===== src/core/cdw_pkg.sv =====
// Constants, field layout and types of the descriptor walker
package cdw_pkg;
  // Register byte offsets
  localparam logic [31:0] OFF_CTRL = 32'h0000_0000;
  localparam logic [31:0] OFF_BASE = 32'h0000_0004;
  localparam logic [31:0] OFF_CURR = 32'h0000_0008;
  localparam logic [31:0] OFF_POLL = 32'h0000_000C;
  localparam logic [31:0] OFF_STAT = 32'h0000_0010;
  localparam logic [31:0] OFF_MASK = 32'h0000_0014;
  localparam logic [31:0] OFF_INFO = 32'h0000_0018;
  // Control register bits
  localparam int CTRL_RUN_BIT = 0;
  localparam int CTRL_RX_BIT  = 1;
  // Descriptor control word fields
  localparam int OWNER_BIT     = 31;
  localparam int OPK_HI        = 29;
  localparam int OPK_LO        = 27;
  localparam int CTX_FETCH_BIT = 22;
  localparam int CHAIN_END_BIT = 19;
  localparam int FRAME_END_BIT = 18;
  localparam int PKT_IRQ_BIT   = 17;
  localparam int DESC_IRQ_BIT  = 16;
  localparam int LEN_HI        = 15;
  // Descriptor word indices
  localparam logic [2:0] W_CTRL = 3'h0;
  localparam logic [2:0] W_CTX  = 3'h1;
  localparam logic [2:0] W_SRC  = 3'h2;
  localparam logic [2:0] W_DST  = 3'h3;
  localparam logic [2:0] W_NEXT = 3'h4;
  localparam logic [2:0] W_RES  = 3'h5;
  localparam int         N_WORDS = 6;
  // Status bits
  localparam int ST_DESC  = 0;
  localparam int ST_PKT   = 1;
  localparam int ST_BADOP = 2;
  localparam int ST_WRAP  = 3;
  localparam int ST_W     = 4;
  // Reset values
  localparam logic [1:0]  RST_CTRL = 2'h0;
  localparam logic [31:0] RST_BASE = 32'h0000_0000;
  localparam logic [15:0] RST_POLL = 16'h0000;
  localparam logic [3:0]  RST_MASK = 4'h0;
  // Bus responses
  localparam logic [1:0] RESP_OKAY   = 2'h0;
  localparam logic [1:0] RESP_SLVERR = 2'h2;
  // Operation kinds
  typedef enum logic [2:0] {
    OP_NORMAL       = 3'h0,
    OP_PREBOOT_AUTH = 3'h1,
    OP_KEY_ENC_KEY  = 3'h2,
    OP_CONTENT_KEY  = 3'h3
  } cdw_op_t;
  // Walker states
  typedef enum logic [7:0] {
    S_IDLE  = 8'h01,
    S_FETCH = 8'h02,
    S_POLL  = 8'h04,
    S_JOB   = 8'h08,
    S_BUSY  = 8'h10,
    S_RES   = 8'h20,
    S_WB    = 8'h40,
    S_DONE  = 8'h80
  } cdw_state_t;
endpackage


===== src/core/cdw_reg_if.sv =====
// Simple register access path between bus slave and walker
`timescale 1ns/1ps
`default_nettype none
interface cdw_reg_if;
  logic        wr_stb;
  logic [31:0] wr_addr;
  logic [31:0] wr_data;
  logic [31:0] wr_mask;
  logic        wr_hit;
  logic        rd_stb;
  logic [31:0] rd_addr;
  logic [31:0] rd_data;
  logic        rd_hit;
  modport bus  (output wr_stb, wr_addr, wr_data, wr_mask, rd_stb, rd_addr,
                input  wr_hit, rd_data, rd_hit);
  modport regs (input  wr_stb, wr_addr, wr_data, wr_mask, rd_stb, rd_addr,
                output wr_hit, rd_data, rd_hit);
endinterface
`default_nettype wire


===== src/core/cdw_axil_slave.sv =====
// AXI4-Lite slave front end turning bus beats into register strobes
`timescale 1ns/1ps
`default_nettype none
module cdw_axil_slave (
  // Clock and reset
  input  wire logic        clk_i,
  input  wire logic        nrst_i,
  // Write address and data
  input  wire logic [31:0] awaddr_i,
  input  wire logic        awvalid_i,
  output logic             awready_o,
  input  wire logic [31:0] wdata_i,
  input  wire logic [3:0]  wstrb_i,
  input  wire logic        wvalid_i,
  output logic             wready_o,
  // Write response
  output logic [1:0]       bresp_o,
  output logic             bvalid_o,
  input  wire logic        bready_i,
  // Read channels
  input  wire logic [31:0] araddr_i,
  input  wire logic        arvalid_i,
  output logic             arready_o,
  output logic [31:0]      rdata_o,
  output logic [1:0]       rresp_o,
  output logic             rvalid_o,
  input  wire logic        rready_i,
  // Register side
  cdw_reg_if.bus           rb
);
  logic        aw_held;
  logic        w_held;
  logic [3:0]  strb;
  logic        fire_wr;

  assign awready_o = !aw_held;
  assign wready_o  = !w_held;
  assign arready_o = !rvalid_o;
  assign fire_wr   = aw_held && w_held && !bvalid_o;

  // Strobes toward the register file
  assign rb.wr_stb  = fire_wr;
  assign rb.wr_mask = {{8{strb[3]}}, {8{strb[2]}}, {8{strb[1]}}, {8{strb[0]}}};
  assign rb.rd_stb  = arvalid_i && !rvalid_o;
  assign rb.rd_addr = araddr_i;

  // Hold address and data independently until both are present
  always_ff @(posedge clk_i or negedge nrst_i) begin
    if (!nrst_i) begin
      aw_held    <= 1'b0;
      w_held     <= 1'b0;
      rb.wr_addr <= 32'h0000_0000;
      rb.wr_data <= 32'h0000_0000;
      strb       <= 4'h0;
    end else begin
      if (awvalid_i && !aw_held) begin
        aw_held    <= 1'b1;
        rb.wr_addr <= awaddr_i;
      end else if (fire_wr) begin
        aw_held <= 1'b0;
      end
      if (wvalid_i && !w_held) begin
        w_held     <= 1'b1;
        rb.wr_data <= wdata_i;
        strb       <= wstrb_i;
      end else if (fire_wr) begin
        w_held <= 1'b0;
      end
    end
  end

  // Write response, error for offsets without a writable register
  always_ff @(posedge clk_i or negedge nrst_i) begin
    if (!nrst_i) begin
      bvalid_o <= 1'b0;
      bresp_o  <= cdw_pkg::RESP_OKAY;
    end else if (fire_wr) begin
      bvalid_o <= 1'b1;
      bresp_o  <= rb.wr_hit ? cdw_pkg::RESP_OKAY : cdw_pkg::RESP_SLVERR;
    end else if (bready_i) begin
      bvalid_o <= 1'b0;
    end
  end

  // Read answer one cycle after the address is taken
  always_ff @(posedge clk_i or negedge nrst_i) begin
    if (!nrst_i) begin
      rvalid_o <= 1'b0;
      rdata_o  <= 32'h0000_0000;
      rresp_o  <= cdw_pkg::RESP_OKAY;
    end else if (rb.rd_stb) begin
      rvalid_o <= 1'b1;
      rdata_o  <= rb.rd_hit ? rb.rd_data : 32'h0000_0000;
      rresp_o  <= rb.rd_hit ? cdw_pkg::RESP_OKAY : cdw_pkg::RESP_SLVERR;
    end else if (rready_i) begin
      rvalid_o <= 1'b0;
    end
  end
endmodule
`default_nettype wire


===== src/core/cdw_poll_timer.sv =====
// Reloadable down counter for the ownership poll wait
`timescale 1ns/1ps
`default_nettype none
module cdw_poll_timer #(
  parameter int W = 16
) (
  // Clock and reset
  input  wire logic         clk_i,
  input  wire logic         nrst_i,
  // Control
  input  wire logic         load_i,
  input  wire logic [W-1:0] value_i,
  output logic              expired_o
);
  logic [W-1:0] cnt;
  logic         armed;

  // Count down from the loaded value
  always_ff @(posedge clk_i or negedge nrst_i) begin
    if (!nrst_i) begin
      cnt   <= '0;
      armed <= 1'b0;
    end else if (load_i) begin
      cnt   <= value_i;
      armed <= 1'b1;
    end else if (armed && cnt != '0) begin
      cnt <= cnt - 1'b1;
    end else begin
      armed <= 1'b0;
    end
  end

  // High in the cycle the count reaches zero
  assign expired_o = armed && (cnt == '0);
endmodule
`default_nettype wire


===== src/core/cdw_walker.sv =====
// Crypto DMA descriptor walker with AXI4-Lite registers
// Overview of operation
// - Clear owner flag after finishing descriptor
// - Decode operation kind, 100 to 111 reserved
// - Context fetch bit loads or reuses context
// - Chain end reloads current from base
// - Receive path writes frame end flag
// - Packet interrupt only at packet end
// - Per-descriptor interrupt after each descriptor with its interrupt bit set
// - Receive path writes back filled length
// - Whole context word is session address
// - Follow next pointer to following descriptor
// - Post results at result pointer
// - Unowned descriptor waits poll interval, refetches
// - Descriptors updated in place in memory
//
// Chosen here: the AXI4-Lite slave port and the address map.
`timescale 1ns/1ps
`default_nettype none
module cdw_walker (
  // Clock and reset
  input  wire logic        clk_i,
  input  wire logic        nrst_i,
  // AXI4-Lite register slave
  input  wire logic [31:0] s_axi_awaddr_i,
  input  wire logic        s_axi_awvalid_i,
  output logic             s_axi_awready_o,
  input  wire logic [31:0] s_axi_wdata_i,
  input  wire logic [3:0]  s_axi_wstrb_i,
  input  wire logic        s_axi_wvalid_i,
  output logic             s_axi_wready_o,
  output logic [1:0]       s_axi_bresp_o,
  output logic             s_axi_bvalid_o,
  input  wire logic        s_axi_bready_i,
  input  wire logic [31:0] s_axi_araddr_i,
  input  wire logic        s_axi_arvalid_i,
  output logic             s_axi_arready_o,
  output logic [31:0]      s_axi_rdata_o,
  output logic [1:0]       s_axi_rresp_o,
  output logic             s_axi_rvalid_o,
  input  wire logic        s_axi_rready_i,
  // System memory master
  output logic             mem_valid_o,
  output logic             mem_write_o,
  output logic [31:0]      mem_addr_o,
  output logic [31:0]      mem_wdata_o,
  input  wire logic        mem_ready_i,
  input  wire logic [31:0] mem_rdata_i,
  // Job to the cipher and hash engines
  output logic             job_valid_o,
  input  wire logic        job_ready_i,
  output logic [2:0]       job_op_kind_o,
  output logic             job_ctx_load_o,
  output logic [31:0]      job_ctx_ptr_o,
  output logic [31:0]      job_src_o,
  output logic [31:0]      job_dst_o,
  output logic [15:0]      job_len_o,
  input  wire logic        job_done_i,
  input  wire logic [15:0] job_filled_len_i,
  input  wire logic        job_frame_end_i,
  input  wire logic [31:0] job_result_i,
  // Interrupt
  output logic             irq_o
);
  cdw_pkg::cdw_state_t state;
  cdw_pkg::cdw_state_t next_state;

  logic [31:0] desc [cdw_pkg::N_WORDS];
  logic [2:0]  wi;
  logic [1:0]  ctrl;
  logic [31:0] base;
  logic [31:0] cur;
  logic [15:0] poll;
  localparam int ST_W_M1 = cdw_pkg::ST_W - 1;
  logic [ST_W_M1:0] status;
  logic [3:0]  mask;
  logic [31:0] ctx_active;
  logic        ctx_load;
  logic [15:0] filled;
  logic        fe_cap;
  logic [31:0] res_cap;
  logic        bad_op;
  logic        fe_eff;
  logic [31:0] wb_word;
  logic [3:0]  ev;
  logic        poll_load;
  logic        poll_expired;
  logic [15:0] poll_val;
  logic        stat_rd;

  cdw_reg_if rb ();

  // Bus front end
  cdw_axil_slave u_slave (
    .clk_i     (clk_i),
    .nrst_i    (nrst_i),
    .awaddr_i  (s_axi_awaddr_i),
    .awvalid_i (s_axi_awvalid_i),
    .awready_o (s_axi_awready_o),
    .wdata_i   (s_axi_wdata_i),
    .wstrb_i   (s_axi_wstrb_i),
    .wvalid_i  (s_axi_wvalid_i),
    .wready_o  (s_axi_wready_o),
    .bresp_o   (s_axi_bresp_o),
    .bvalid_o  (s_axi_bvalid_o),
    .bready_i  (s_axi_bready_i),
    .araddr_i  (s_axi_araddr_i),
    .arvalid_i (s_axi_arvalid_i),
    .arready_o (s_axi_arready_o),
    .rdata_o   (s_axi_rdata_o),
    .rresp_o   (s_axi_rresp_o),
    .rvalid_o  (s_axi_rvalid_o),
    .rready_i  (s_axi_rready_i),
    .rb        (rb.bus)
  );

  // Poll wait, at least one cycle
  assign poll_val = (poll == 16'h0000) ? 16'h0000 : poll - 16'h0001;
  cdw_poll_timer #(.W(16)) u_poll (
    .clk_i     (clk_i),
    .nrst_i    (nrst_i),
    .load_i    (poll_load),
    .value_i   (poll_val),
    .expired_o (poll_expired)
  );

  // Reserved operation kinds are refused
  assign bad_op = desc[cdw_pkg::W_CTRL][cdw_pkg::OPK_HI];
  // Frame end from engine on receive, from descriptor on transmit
  assign fe_eff = ctrl[cdw_pkg::CTRL_RX_BIT] ? fe_cap
                : desc[cdw_pkg::W_CTRL][cdw_pkg::FRAME_END_BIT];

  // Control word handed back to software
  always_comb begin
    wb_word = desc[cdw_pkg::W_CTRL];
    wb_word[cdw_pkg::OWNER_BIT] = 1'b0;
    if (ctrl[cdw_pkg::CTRL_RX_BIT] && !bad_op) begin
      wb_word[cdw_pkg::LEN_HI:0] = filled;
      wb_word[cdw_pkg::FRAME_END_BIT] = fe_cap;
    end
  end

  // Next state of the walker
  always_comb begin
    next_state = state;
    poll_load  = 1'b0;
    unique case (state)
      cdw_pkg::S_IDLE: begin
        if (ctrl[cdw_pkg::CTRL_RUN_BIT]) begin
          next_state = cdw_pkg::S_FETCH;
        end
      end
      cdw_pkg::S_FETCH: begin
        if (mem_ready_i) begin
          if (wi == cdw_pkg::W_CTRL && !mem_rdata_i[cdw_pkg::OWNER_BIT]) begin
            next_state = cdw_pkg::S_POLL;
            poll_load  = 1'b1;
          end else if (wi == cdw_pkg::W_RES) begin
            next_state = bad_op ? cdw_pkg::S_WB : cdw_pkg::S_JOB;
          end
        end
      end
      cdw_pkg::S_POLL: begin
        if (poll_expired) begin
          next_state = cdw_pkg::S_FETCH;
        end
      end
      cdw_pkg::S_JOB: begin
        if (job_ready_i) begin
          next_state = cdw_pkg::S_BUSY;
        end
      end
      cdw_pkg::S_BUSY: begin
        if (job_done_i) begin
          next_state = cdw_pkg::S_RES;
        end
      end
      cdw_pkg::S_RES: begin
        if (mem_ready_i) begin
          next_state = cdw_pkg::S_WB;
        end
      end
      cdw_pkg::S_WB: begin
        if (mem_ready_i) begin
          next_state = cdw_pkg::S_DONE;
        end
      end
      cdw_pkg::S_DONE: begin
        next_state = cdw_pkg::S_IDLE;
      end
      default: begin
        next_state = cdw_pkg::S_IDLE;
      end
    endcase
  end

  // State register
  always_ff @(posedge clk_i or negedge nrst_i) begin
    if (!nrst_i) begin
      state <= cdw_pkg::S_IDLE;
    end else begin
      state <= next_state;
    end
  end

  // Descriptor word capture and word index
  always_ff @(posedge clk_i or negedge nrst_i) begin
    if (!nrst_i) begin
      wi <= cdw_pkg::W_CTRL;
      for (int i = 0; i < cdw_pkg::N_WORDS; i++) begin
        desc[i] <= 32'h0000_0000;
      end
    end else if (state == cdw_pkg::S_FETCH && mem_ready_i) begin
      desc[wi] <= mem_rdata_i;
      if (next_state == cdw_pkg::S_FETCH) begin
        wi <= wi + 3'h1;
      end else begin
        wi <= cdw_pkg::W_CTRL;
      end
    end
  end

  // Memory address and write data, descriptor words in place, result at result pointer
  always_ff @(posedge clk_i or negedge nrst_i) begin
    if (!nrst_i) begin
      mem_addr_o  <= 32'h0000_0000;
      mem_wdata_o <= 32'h0000_0000;
    end else if (next_state == cdw_pkg::S_FETCH) begin
      mem_addr_o <= cur + {27'h0, next_wi(), 2'h0};
    end else if (next_state == cdw_pkg::S_RES && state != cdw_pkg::S_RES) begin
      mem_addr_o  <= desc[cdw_pkg::W_RES];
      mem_wdata_o <= job_result_i;
    end else if (next_state == cdw_pkg::S_WB && state != cdw_pkg::S_WB) begin
      mem_addr_o  <= cur;
      mem_wdata_o <= wb_word;
    end
  end

  // Index of the word fetched in the next cycle
  function automatic logic [2:0] next_wi();
    next_wi = (state != cdw_pkg::S_FETCH) ? cdw_pkg::W_CTRL
            : mem_ready_i ? wi + 3'h1 : wi;
  endfunction

  // Memory handshake follows the state
  assign mem_valid_o = state == cdw_pkg::S_FETCH || state == cdw_pkg::S_RES
                    || state == cdw_pkg::S_WB;
  assign mem_write_o = state == cdw_pkg::S_RES || state == cdw_pkg::S_WB;

  // Security context: load new pointer or keep the current one
  always_ff @(posedge clk_i or negedge nrst_i) begin
    if (!nrst_i) begin
      ctx_active <= 32'h0000_0000;
      ctx_load   <= 1'b0;
    end else if (state == cdw_pkg::S_FETCH && next_state == cdw_pkg::S_JOB) begin
      ctx_load <= desc[cdw_pkg::W_CTRL][cdw_pkg::CTX_FETCH_BIT];
      if (desc[cdw_pkg::W_CTRL][cdw_pkg::CTX_FETCH_BIT]) begin
        ctx_active <= desc[cdw_pkg::W_CTX];
      end
    end
  end

  // Job toward the engines
  assign job_valid_o    = state == cdw_pkg::S_JOB;
  assign job_op_kind_o  = desc[cdw_pkg::W_CTRL][cdw_pkg::OPK_HI:cdw_pkg::OPK_LO];
  assign job_ctx_load_o = ctx_load;
  assign job_ctx_ptr_o  = ctx_active;
  assign job_src_o      = desc[cdw_pkg::W_SRC];
  assign job_dst_o      = desc[cdw_pkg::W_DST];
  assign job_len_o      = desc[cdw_pkg::W_CTRL][cdw_pkg::LEN_HI:0];

  // Engine completion capture
  always_ff @(posedge clk_i or negedge nrst_i) begin
    if (!nrst_i) begin
      filled  <= 16'h0000;
      fe_cap  <= 1'b0;
      res_cap <= 32'h0000_0000;
    end else if (state == cdw_pkg::S_BUSY && job_done_i) begin
      filled  <= job_filled_len_i;
      fe_cap  <= job_frame_end_i;
      res_cap <= job_result_i;
    end
  end

  // Current descriptor address
  always_ff @(posedge clk_i or negedge nrst_i) begin
    if (!nrst_i) begin
      cur <= cdw_pkg::RST_BASE;
    end else if (state == cdw_pkg::S_DONE) begin
      if (desc[cdw_pkg::W_CTRL][cdw_pkg::CHAIN_END_BIT]) begin
        cur <= base;
      end else begin
        cur <= desc[cdw_pkg::W_NEXT];
      end
    end else if (state == cdw_pkg::S_IDLE && rb.wr_stb
                 && rb.wr_addr == cdw_pkg::OFF_BASE) begin
      cur <= (base & ~rb.wr_mask) | (rb.wr_data & rb.wr_mask);
    end
  end

  // Software registers
  always_ff @(posedge clk_i or negedge nrst_i) begin
    if (!nrst_i) begin
      ctrl <= cdw_pkg::RST_CTRL;
      base <= cdw_pkg::RST_BASE;
      poll <= cdw_pkg::RST_POLL;
      mask <= cdw_pkg::RST_MASK;
    end else if (rb.wr_stb) begin
      unique case (rb.wr_addr)
        cdw_pkg::OFF_CTRL: ctrl <= (ctrl & ~rb.wr_mask[1:0])
                                 | (rb.wr_data[1:0] & rb.wr_mask[1:0]);
        cdw_pkg::OFF_BASE: base <= (base & ~rb.wr_mask)
                                 | (rb.wr_data & rb.wr_mask);
        cdw_pkg::OFF_POLL: poll <= (poll & ~rb.wr_mask[15:0])
                                 | (rb.wr_data[15:0] & rb.wr_mask[15:0]);
        cdw_pkg::OFF_MASK: mask <= (mask & ~rb.wr_mask[3:0])
                                 | (rb.wr_data[3:0] & rb.wr_mask[3:0]);
        default: ;
      endcase
    end
  end

  // Events of a finished or refused descriptor
  always_comb begin
    ev = 4'h0;
    if (state == cdw_pkg::S_DONE) begin
      ev[cdw_pkg::ST_DESC] = desc[cdw_pkg::W_CTRL][cdw_pkg::DESC_IRQ_BIT];
      ev[cdw_pkg::ST_PKT]  = desc[cdw_pkg::W_CTRL][cdw_pkg::PKT_IRQ_BIT]
                             && fe_eff && !bad_op;
      ev[cdw_pkg::ST_BADOP] = bad_op;
      ev[cdw_pkg::ST_WRAP]  = desc[cdw_pkg::W_CTRL][cdw_pkg::CHAIN_END_BIT];
    end
  end

  // Sticky status, cleared by read, new events win
  assign stat_rd = rb.rd_stb && rb.rd_addr == cdw_pkg::OFF_STAT;
  always_ff @(posedge clk_i or negedge nrst_i) begin
    if (!nrst_i) begin
      status <= 4'h0;
    end else begin
      status <= (stat_rd ? 4'h0 : status) | ev;
    end
  end

  assign irq_o = |(status & mask);

  // Register read mux
  always_comb begin
    rb.rd_hit  = 1'b1;
    rb.rd_data = 32'h0000_0000;
    unique case (rb.rd_addr)
      cdw_pkg::OFF_CTRL: rb.rd_data = {30'h0, ctrl};
      cdw_pkg::OFF_BASE: rb.rd_data = base;
      cdw_pkg::OFF_CURR: rb.rd_data = cur;
      cdw_pkg::OFF_POLL: rb.rd_data = {16'h0, poll};
      cdw_pkg::OFF_STAT: rb.rd_data = {28'h0, status};
      cdw_pkg::OFF_MASK: rb.rd_data = {28'h0, mask};
      cdw_pkg::OFF_INFO: rb.rd_data = {16'h0, state, 5'h0, job_op_kind_o};
      default: rb.rd_hit = 1'b0;
    endcase
  end

  // Write decode
  assign rb.wr_hit = rb.wr_addr == cdw_pkg::OFF_CTRL
                  || rb.wr_addr == cdw_pkg::OFF_BASE
                  || rb.wr_addr == cdw_pkg::OFF_POLL
                  || rb.wr_addr == cdw_pkg::OFF_MASK;

  // Result captured but unused; the posting write takes job_result_i
  logic unused_res;
  assign unused_res = ^res_cap;
endmodule
`default_nettype wire


===== config.mk =====
export PLATFORM = sky130hd
export DESIGN_NAME = cdw_walker
export DESIGN_NICKNAME = d
export VERILOG_FILES = /design/src/core/cdw_pkg.sv /design/src/core/cdw_reg_if.sv /design/src/core/cdw_axil_slave.sv /design/src/core/cdw_poll_timer.sv /design/src/core/cdw_walker.sv
export SDC_FILE = /design/constraint.sdc
export NUM_CORES = 1
export LEC_CHECK = 0
export ABC_AREA = 1
export BUFFER_PORTS_ARGS = -buffer_cell sky130_fd_sc_hd__buf_4
export CAP_MARGIN = 10
export CELL_PAD_IN_SITES_DETAIL_PLACEMENT = 0
export CELL_PAD_IN_SITES_GLOBAL_PLACEMENT = 2
export CORE_MARGIN = 1.5
export CORE_UTILIZATION = 30
export DETAILED_ROUTE_END_ITERATION = 12
export HOLD_SLACK_MARGIN = 0.05
export PLACE_DENSITY_LB_ADDON = 0.05
export SLEW_MARGIN = 20
export SYNTH_ARGS = -nofsm -noshare
export SYNTH_HDL_FRONTEND = slang
export SYNTH_SLANG_ARGS = --single-unit

===== constraint.sdc =====
create_clock -name clk_i -period 2.8 [get_ports clk_i]
set_input_delay 0.56 -clock clk_i [delete_from_list [all_inputs] [get_ports clk_i]]
set_output_delay 0.56 -clock clk_i [all_outputs]
set_load 0.02 [all_outputs]

==> Word level (Yosys, flattened, before mapping) <==
Index checks and enable logic that the tools add are counted.
{ "totals": {"reg_bits": 532, "output_inout_bits": 225, "wordCells": 188, "inputBits": 191} }
{ "classes": {"eq_ne": 26, "n_addsub": 4, "reduce_logical": 54, "bitwise_logic": 20, "order_cmp": 2, "muxes": 50} }
{ "op_table": {"columns": ["operator", "n"], "rows": [
  ["32-bit 2-to-1 mux", 10],
  ["32-bit case mux with 7 select lines", 1],
  ["192-bit bitwise mux", 1],
  ["32-bit by 5-bit == test with 1-bit output (second input constant)", 4],
  ["32-bit demux with 3-bit select", 1],
  ["32-bit by 4-bit == test with 1-bit output (second input constant)", 3],
  ["8-bit 2-to-1 mux", 9],
  ["32-bit AND", 2],
  ["32-bit by 3-bit == test with 1-bit output (second input constant)", 2],
  ["32-bit zero test", 2],
  ["16-bit 2-to-1 mux", 4],
  ["8-bit case mux with 7 select lines", 1],
  ["32-bit by 5-bit adder with 32-bit output", 1],
  ["16-bit AND", 2],
  ["16-bit zero test", 2],
  ["32-bit inverter", 1],
  ["32-bit OR", 1],
  ["16-bit by 1-bit subtractor with 16-bit output (second input constant)", 2],
  ["1-bit logical AND", 20],
  ["8-bit by 2-bit == test with 1-bit output (second input constant)", 2],
  ["8-bit by 4-bit == test with 1-bit output (second input constant)", 2],
  ["8-bit by 6-bit == test with 1-bit output (second input constant)", 2],
  ["8-bit by 7-bit == test with 1-bit output (second input constant)", 2],
  ["16-bit inverter", 1],
  ["other kinds (35)", 78]
]} }

==> Longest topological paths before layout <==
{ "depth": {"depth_word": 10, "ltp_mapped": 21, "mapped_depth_nobuf": 21} }

==> Cells and area by module <==
From an unflattened synthesis, not the netlist that was laid out.
{ "unflattened": {"cells_unflattened": 3454, "hier_area_um2": 27037.2} }
{ "modules_own_cells": {"columns": ["mod", "seq_area_each_um2", "area_per_inst_um2", "cells_each", "instances"], "rows": [
  ["cdw_walker", 10161.0, 21018.9, 2751, 1],
  ["cdw_axil_slave", 2652.5, 4820.9, 524, 1],
  ["cdw_poll_timer", 425.4, 1197.4, 179, 1]
]} }

==> Worst setup path before layout <==
Ideal clock, no wire load.
{ "synth_path": {"kind": "register -> register", "start": "register state[3]", "end": "register mem_addr_o[20]", "required_ns": 2.684, "path_slack_ns": 0.247, "path_buffers": 0, "setup_time_ns": 0.116, "arrival_ns": 2.437, "stages_incl_launch_ff": 20, "synth_period_minus_slack_ns": 2.553, "path_cell_list": "dfrtp_1 -> nor2_2 -> nand3_2 -> nor2_8 -> nand2_4 -> nor2_4 -> o21bai_1 -> ha_1 -> fa_1 -> nand2_1 -> nand2_1 -> nand2_1 -> nor2_1 -> nand4_1 -> nand2_1 -> inv_1 -> nand2_1 -> nand2_1 -> nand2_1 -> nand2_1"} }
{ "synth_via": {"elab_chain_cells": 8, "word_cells_on_any_way": 30, "classes_between": "1 x add/sub; 13 x eq/ne; 13 x mux; 3 x reduce/logical"} }
{ "synth_rtl": {"columns": ["element", "line_no", "text"], "rows": [
  ["start: declaration", "cdw_walker.sv:65", "cdw_pkg::cdw_state_t state;"],
  ["start signal: assignment", "cdw_walker.sv:200", "state <= cdw_pkg::S_IDLE;"],
  ["start signal: assignment", "cdw_walker.sv:202", "state <= next_state;"],
  ["parallel branches: the longest is 8 deep, another holds 32-bit by 5-bit adder with 32-bit output", null, null],
  ["end signal: assignment", "cdw_walker.sv:229", "mem_addr_o <= cur + {27'h0, next_wi(), 2'h0};"],
  ["end signal: assignment", "cdw_walker.sv:231", "mem_addr_o <= desc[cdw_pkg::W_RES];"],
  ["end signal: assignment", "cdw_walker.sv:234", "mem_addr_o <= cur;"],
  ["end: declaration", "cdw_walker.sv:45", "output logic [31:0] mem_addr_o,"]
]} }
Parallel ways; which one is timed is not known.
A chain may end at the register's enable or synchronous reset.

==> Final worst setup path <==
{ "layout_path": {"start": "register state[1]", "end": "output port mem_write_o"} }
{ "layout_via": {"elab_chain_cells": 2, "word_cells_on_any_way": 3, "classes_between": "2 x eq/ne; 1 x reduce/logical"} }
{ "layout_rtl": {"columns": ["element", "line_no", "text"], "rows": [
  ["8-bit by 6-bit == test with 1-bit output or 8-bit by 7-bit == test with 1-bit output (tied branches)", "cdw_walker.sv:248", "assign mem_write_o = state == cdw_pkg::S_RES || state == cdw_pkg::S_WB;"],
  ["1-bit logical OR (*)", "cdw_walker.sv:248", null],
  ["end: declaration", "cdw_walker.sv:44", "output logic mem_write_o,"]
]} }
Every way passes the cells marked *; elsewhere a longest branch is shown, timed or not.

==> metrics.md <==
| Metric | Value |
|---|---|
| Outcome | complete, no violations |
| CTS Buf Count | 67 |
| Total gr overflow | 0 |
| Pre-antenna DRT Iters | 5 |
| Core area | between 80000 and 90000 um^2 |
| Worst-margin pin slew | 0.910 ns |
| Clk Latency, worst-skew pair | around 0.64 ns |
| R2R Path Start | state[3] |
| Max Freq | about 370 MHz |
| DR vias/cell | 4.83 |
| Residual DRC | 0 |
| Gate power share | 0.117 |
| Placer Congestion | approximately 0.90 |
| Final Net Count | around 3700 |
| Critical Path AT | 2.11 ns |
| Crit path kind | flop to output port |
| Slew Limit Fails | 0 |
| Syn Area/Cell | 8.20 um^2 |
| Worst Hold End | u_slave.bvalid_o |
| Pin count of the biggest net entering global routing | slightly below 80 |
| R2R Path End | mem_addr_o[30] |
| Initial antenna violation count | 24 |
| Die ar. | 88600 um^2 |
| Final worst-path cycle share | 0.954 |
| Critical path peak fanout | 4 |
| Final Hold Fails | 0 |
| Synth Cell Area | 26000 um^2 |
| Num ports | 416 |
| #FFs+latches synth | 529 |
| Synth unique cells | 49 |
| Sw frac | 0.279 |
| Clock Path Buffers | 3 |
| Sequential share of the synthesized area | 0.508 |
| Die width | roughly 300 um |
| GRT Util Overall | 0.240 |
| CTS H-tree lvls | 3 |
| Layout Skew | 0.0481 ns |
| Layout area overhead | 26.2% |
| Worst EP required | between 2 and 2.5 ns |
| Dpl hpwl | about 80000 um |
| Die Ht | about 300 um |
| Sink Count | 529 |
| Tmin final | 2.67 ns |
| Most frequent cells in the layout | nand2_1 (1078), dfrtp_1 (526), buf_4 (492) |
| Vias in the first global route | 23300 |
| Synthesized instance count | 3174 |
| Psw | ~5.7 mW |
| Kind of launch point of the worst setup path | flop |
| First-pass GRT wire length | around 160000 um |
| Worst vdd ir | ~0.42 mV |
| Leading cell type in the layout, fill and taps excluded | nand2_1 |
| WHS Path Cells | 2 |
| Routed WL | 107000 um |
| Final TNS setup | 0 ns |
| Max-cap check violation count | 0 |
| Yosys top cell by area | dfrtp_1 |
| TritonCTS clock tree | built |
| CP Capture Type | output port |
| RSZ-0062 raised after global routing | yes |
| Layout cell share with drive strength beyond 1 | 0.218 |
| # port buffers | 413 |
| R2r setup slk | approximately 0.2 ns |
| Root buf cell | clkbuf_16 |
| FF-to-FF path depth | 19 |
| Antenna-violating nets left | 0 |
| Post-synth top area share | 0.507 |
| Initial DRC Count | 1595 |
| Ys Warns | 0 |
| Total number of vias | 22900 |
| Setup Viol. Count Final | 0 |
| Clock slew seen by the registers of the worst setup and hold paths | 0.06 ns |
| Hold slack | about 0.12 ns |
| WL/cell | 22.6 um |
| Initial core utilization | 0.304 |
| Synth top area cells | dfrtp_1 (51%), nand2_1 (16%), o21ai_0 (6.3%) |
| Worst slew margin | 0.392 |
| Worst hold start | s_axi_bready_i |
| Clock power frac | 0.461 |
| Cell Pwr Density | just over 600 nW/um^2 |
| Hold Path Class | input pin to flop |
| Sequential cell fraction of total power | 0.422 |
| Internal cell power | 14.7 mW |
| Num rows | 107 |
| Pleak | ~17 nW |
-- state kept, by name (all words and copies together), names as in the netlist, 8 cells and up, named ones only --
signal and count:
u_slave.rb.wr_data 32, job_dst_o 32, mem_wdata_o 32, u_slave.rb.wr_addr 32, base 32, desc 108, cur 32, state 8
job_src_o 32, job_ctx_ptr_o 32, u_slave.rdata_o 32, job_len_o 16, u_poll.cnt 16, mem_addr_o 32, filled 16
-- cells by family after synthesis --
family,Yosys count,share of synthesized area
simple gates,1569,0.248
flops,529,0.508
buf+inv,462,0.0832
compound gates,459,0.0931
mux,109,0.0504
xor+xnor,36,0.0121
fa+ha+maj,9,0.00461
other cells,1,0.000144
-- layout make-up --
cell class	instances	area (um^2)
diodes	11	27.5
flip-flops and latches	529	13200
repair buffers	517	4180
clock inverters	30	462
inverters	227	853
clock buffers	93	1970
well taps	1144	1430
fillers	8880	52700
multi-input cells	2184	10700
-- worst max-delay path, cell delays in order, from the launching register on --
cell     delay (ns)
dfrtp_1        0.40
nor2_1         0.21
nand2_2        0.14
inv_1          0.13
nand4_1        0.25
nand2_2        0.21
buf_4          0.17
-- stage by stage --
| step | power (mW) | utilization | setup slack, ns | std cells | area, um^2 |
|---|---|---|---|---|---|
| detailed placement | 11.2 | 0.355 | 0.0488 | 4598 | 30300 |
| global route | 21.3 | 0.384 | -0.0297 | 4726 | 32800 |
| global placement | 11.1 | 0.355 | 0.0926 | 4598 | 30300 |
| finish | 20.4 | 0.384 | 0.129 | 4735 | 32900 |
| floorplan | 9.87 | - | 0.247 | 3175 | 26000 |
| CTS | 20.7 | 0.383 | 0.0487 | 4722 | 32800 |
-- metal layers --
layer / global-route usage / wire (um) / vias to the layer above
li1: - / - / 10900
met1: 0.327 / 48500 / 11200
met2: 0.387 / 49600 / 642
met3: 0.0542 / 6560 / 143
met4: 0.0553 / 2490 / 20
met5: 0 / 146 / -
-- repair_timing --
item / in CTS / in global routing
hold buffers: 1 / 0
setup buffers: 0 / 2
gates resized for setup: 0 / 16
setup endpoints to repair: 0 / 18
hold endpoints to repair: 33 / 0
-- power groups by stage --
| stage | sequential (mW) | clock (mW) | combinational [mW] |
|---|---|---|---|
| 3_3_place_gp | 8.72 | 0 | 2.40 |
| 6_report | 8.59 | 9.39 | 2.39 |
| 5_1_grt | 8.65 | 9.95 | 2.68 |
| 3_5_place_dp | 8.74 | 0 | 2.43 |
| 2_1_floorplan | 8.54 | 0 | 1.33 |
| 4_1_cts | 8.60 | 9.64 | 2.44 |
-- Yosys cell counts, drive strengths merged --
master	n
nand2	1096
dfrtp	528
o21ai	356
inv	226
nor2	206
nand3	205
buf	143
clkbuf	92
mux2	90
a21oi	46
nand4	46
o211ai	31
xor2	25
mux2i	19
o22ai	17
nor3	11
xnor2	11
ha	8
a21boi	2
nand3b	2
o31ai	2
a22oi	1
a31oi	1
and2	1
and3	1
clkinv	1
conb	1
dfstp	1
fa	1
nor4	1
o21bai	1
o221ai	1
o32ai	1
-- worst max path at each step --
| stage | start | to | slack [ns] | cells after the start |
|---|---|---|---|---|
| after floorplan | state[3] | mem_addr_o[20] | 0.25 | 19 |
| after global placement | state[0] | mem_addr_o[26] | 0.09 | 22 |
| after detailed placement | state[3] | mem_addr_o[20] | 0.05 | 19 |
| after CTS | state[3] | mem_addr_o[20] | 0.05 | 19 |
| after global routing | state[1] | mem_write_o | -0.03 | 6 |
| final | state[1] | mem_write_o | 0.13 | 6 |
Note: power is estimated with default switching activity, not from simulation.
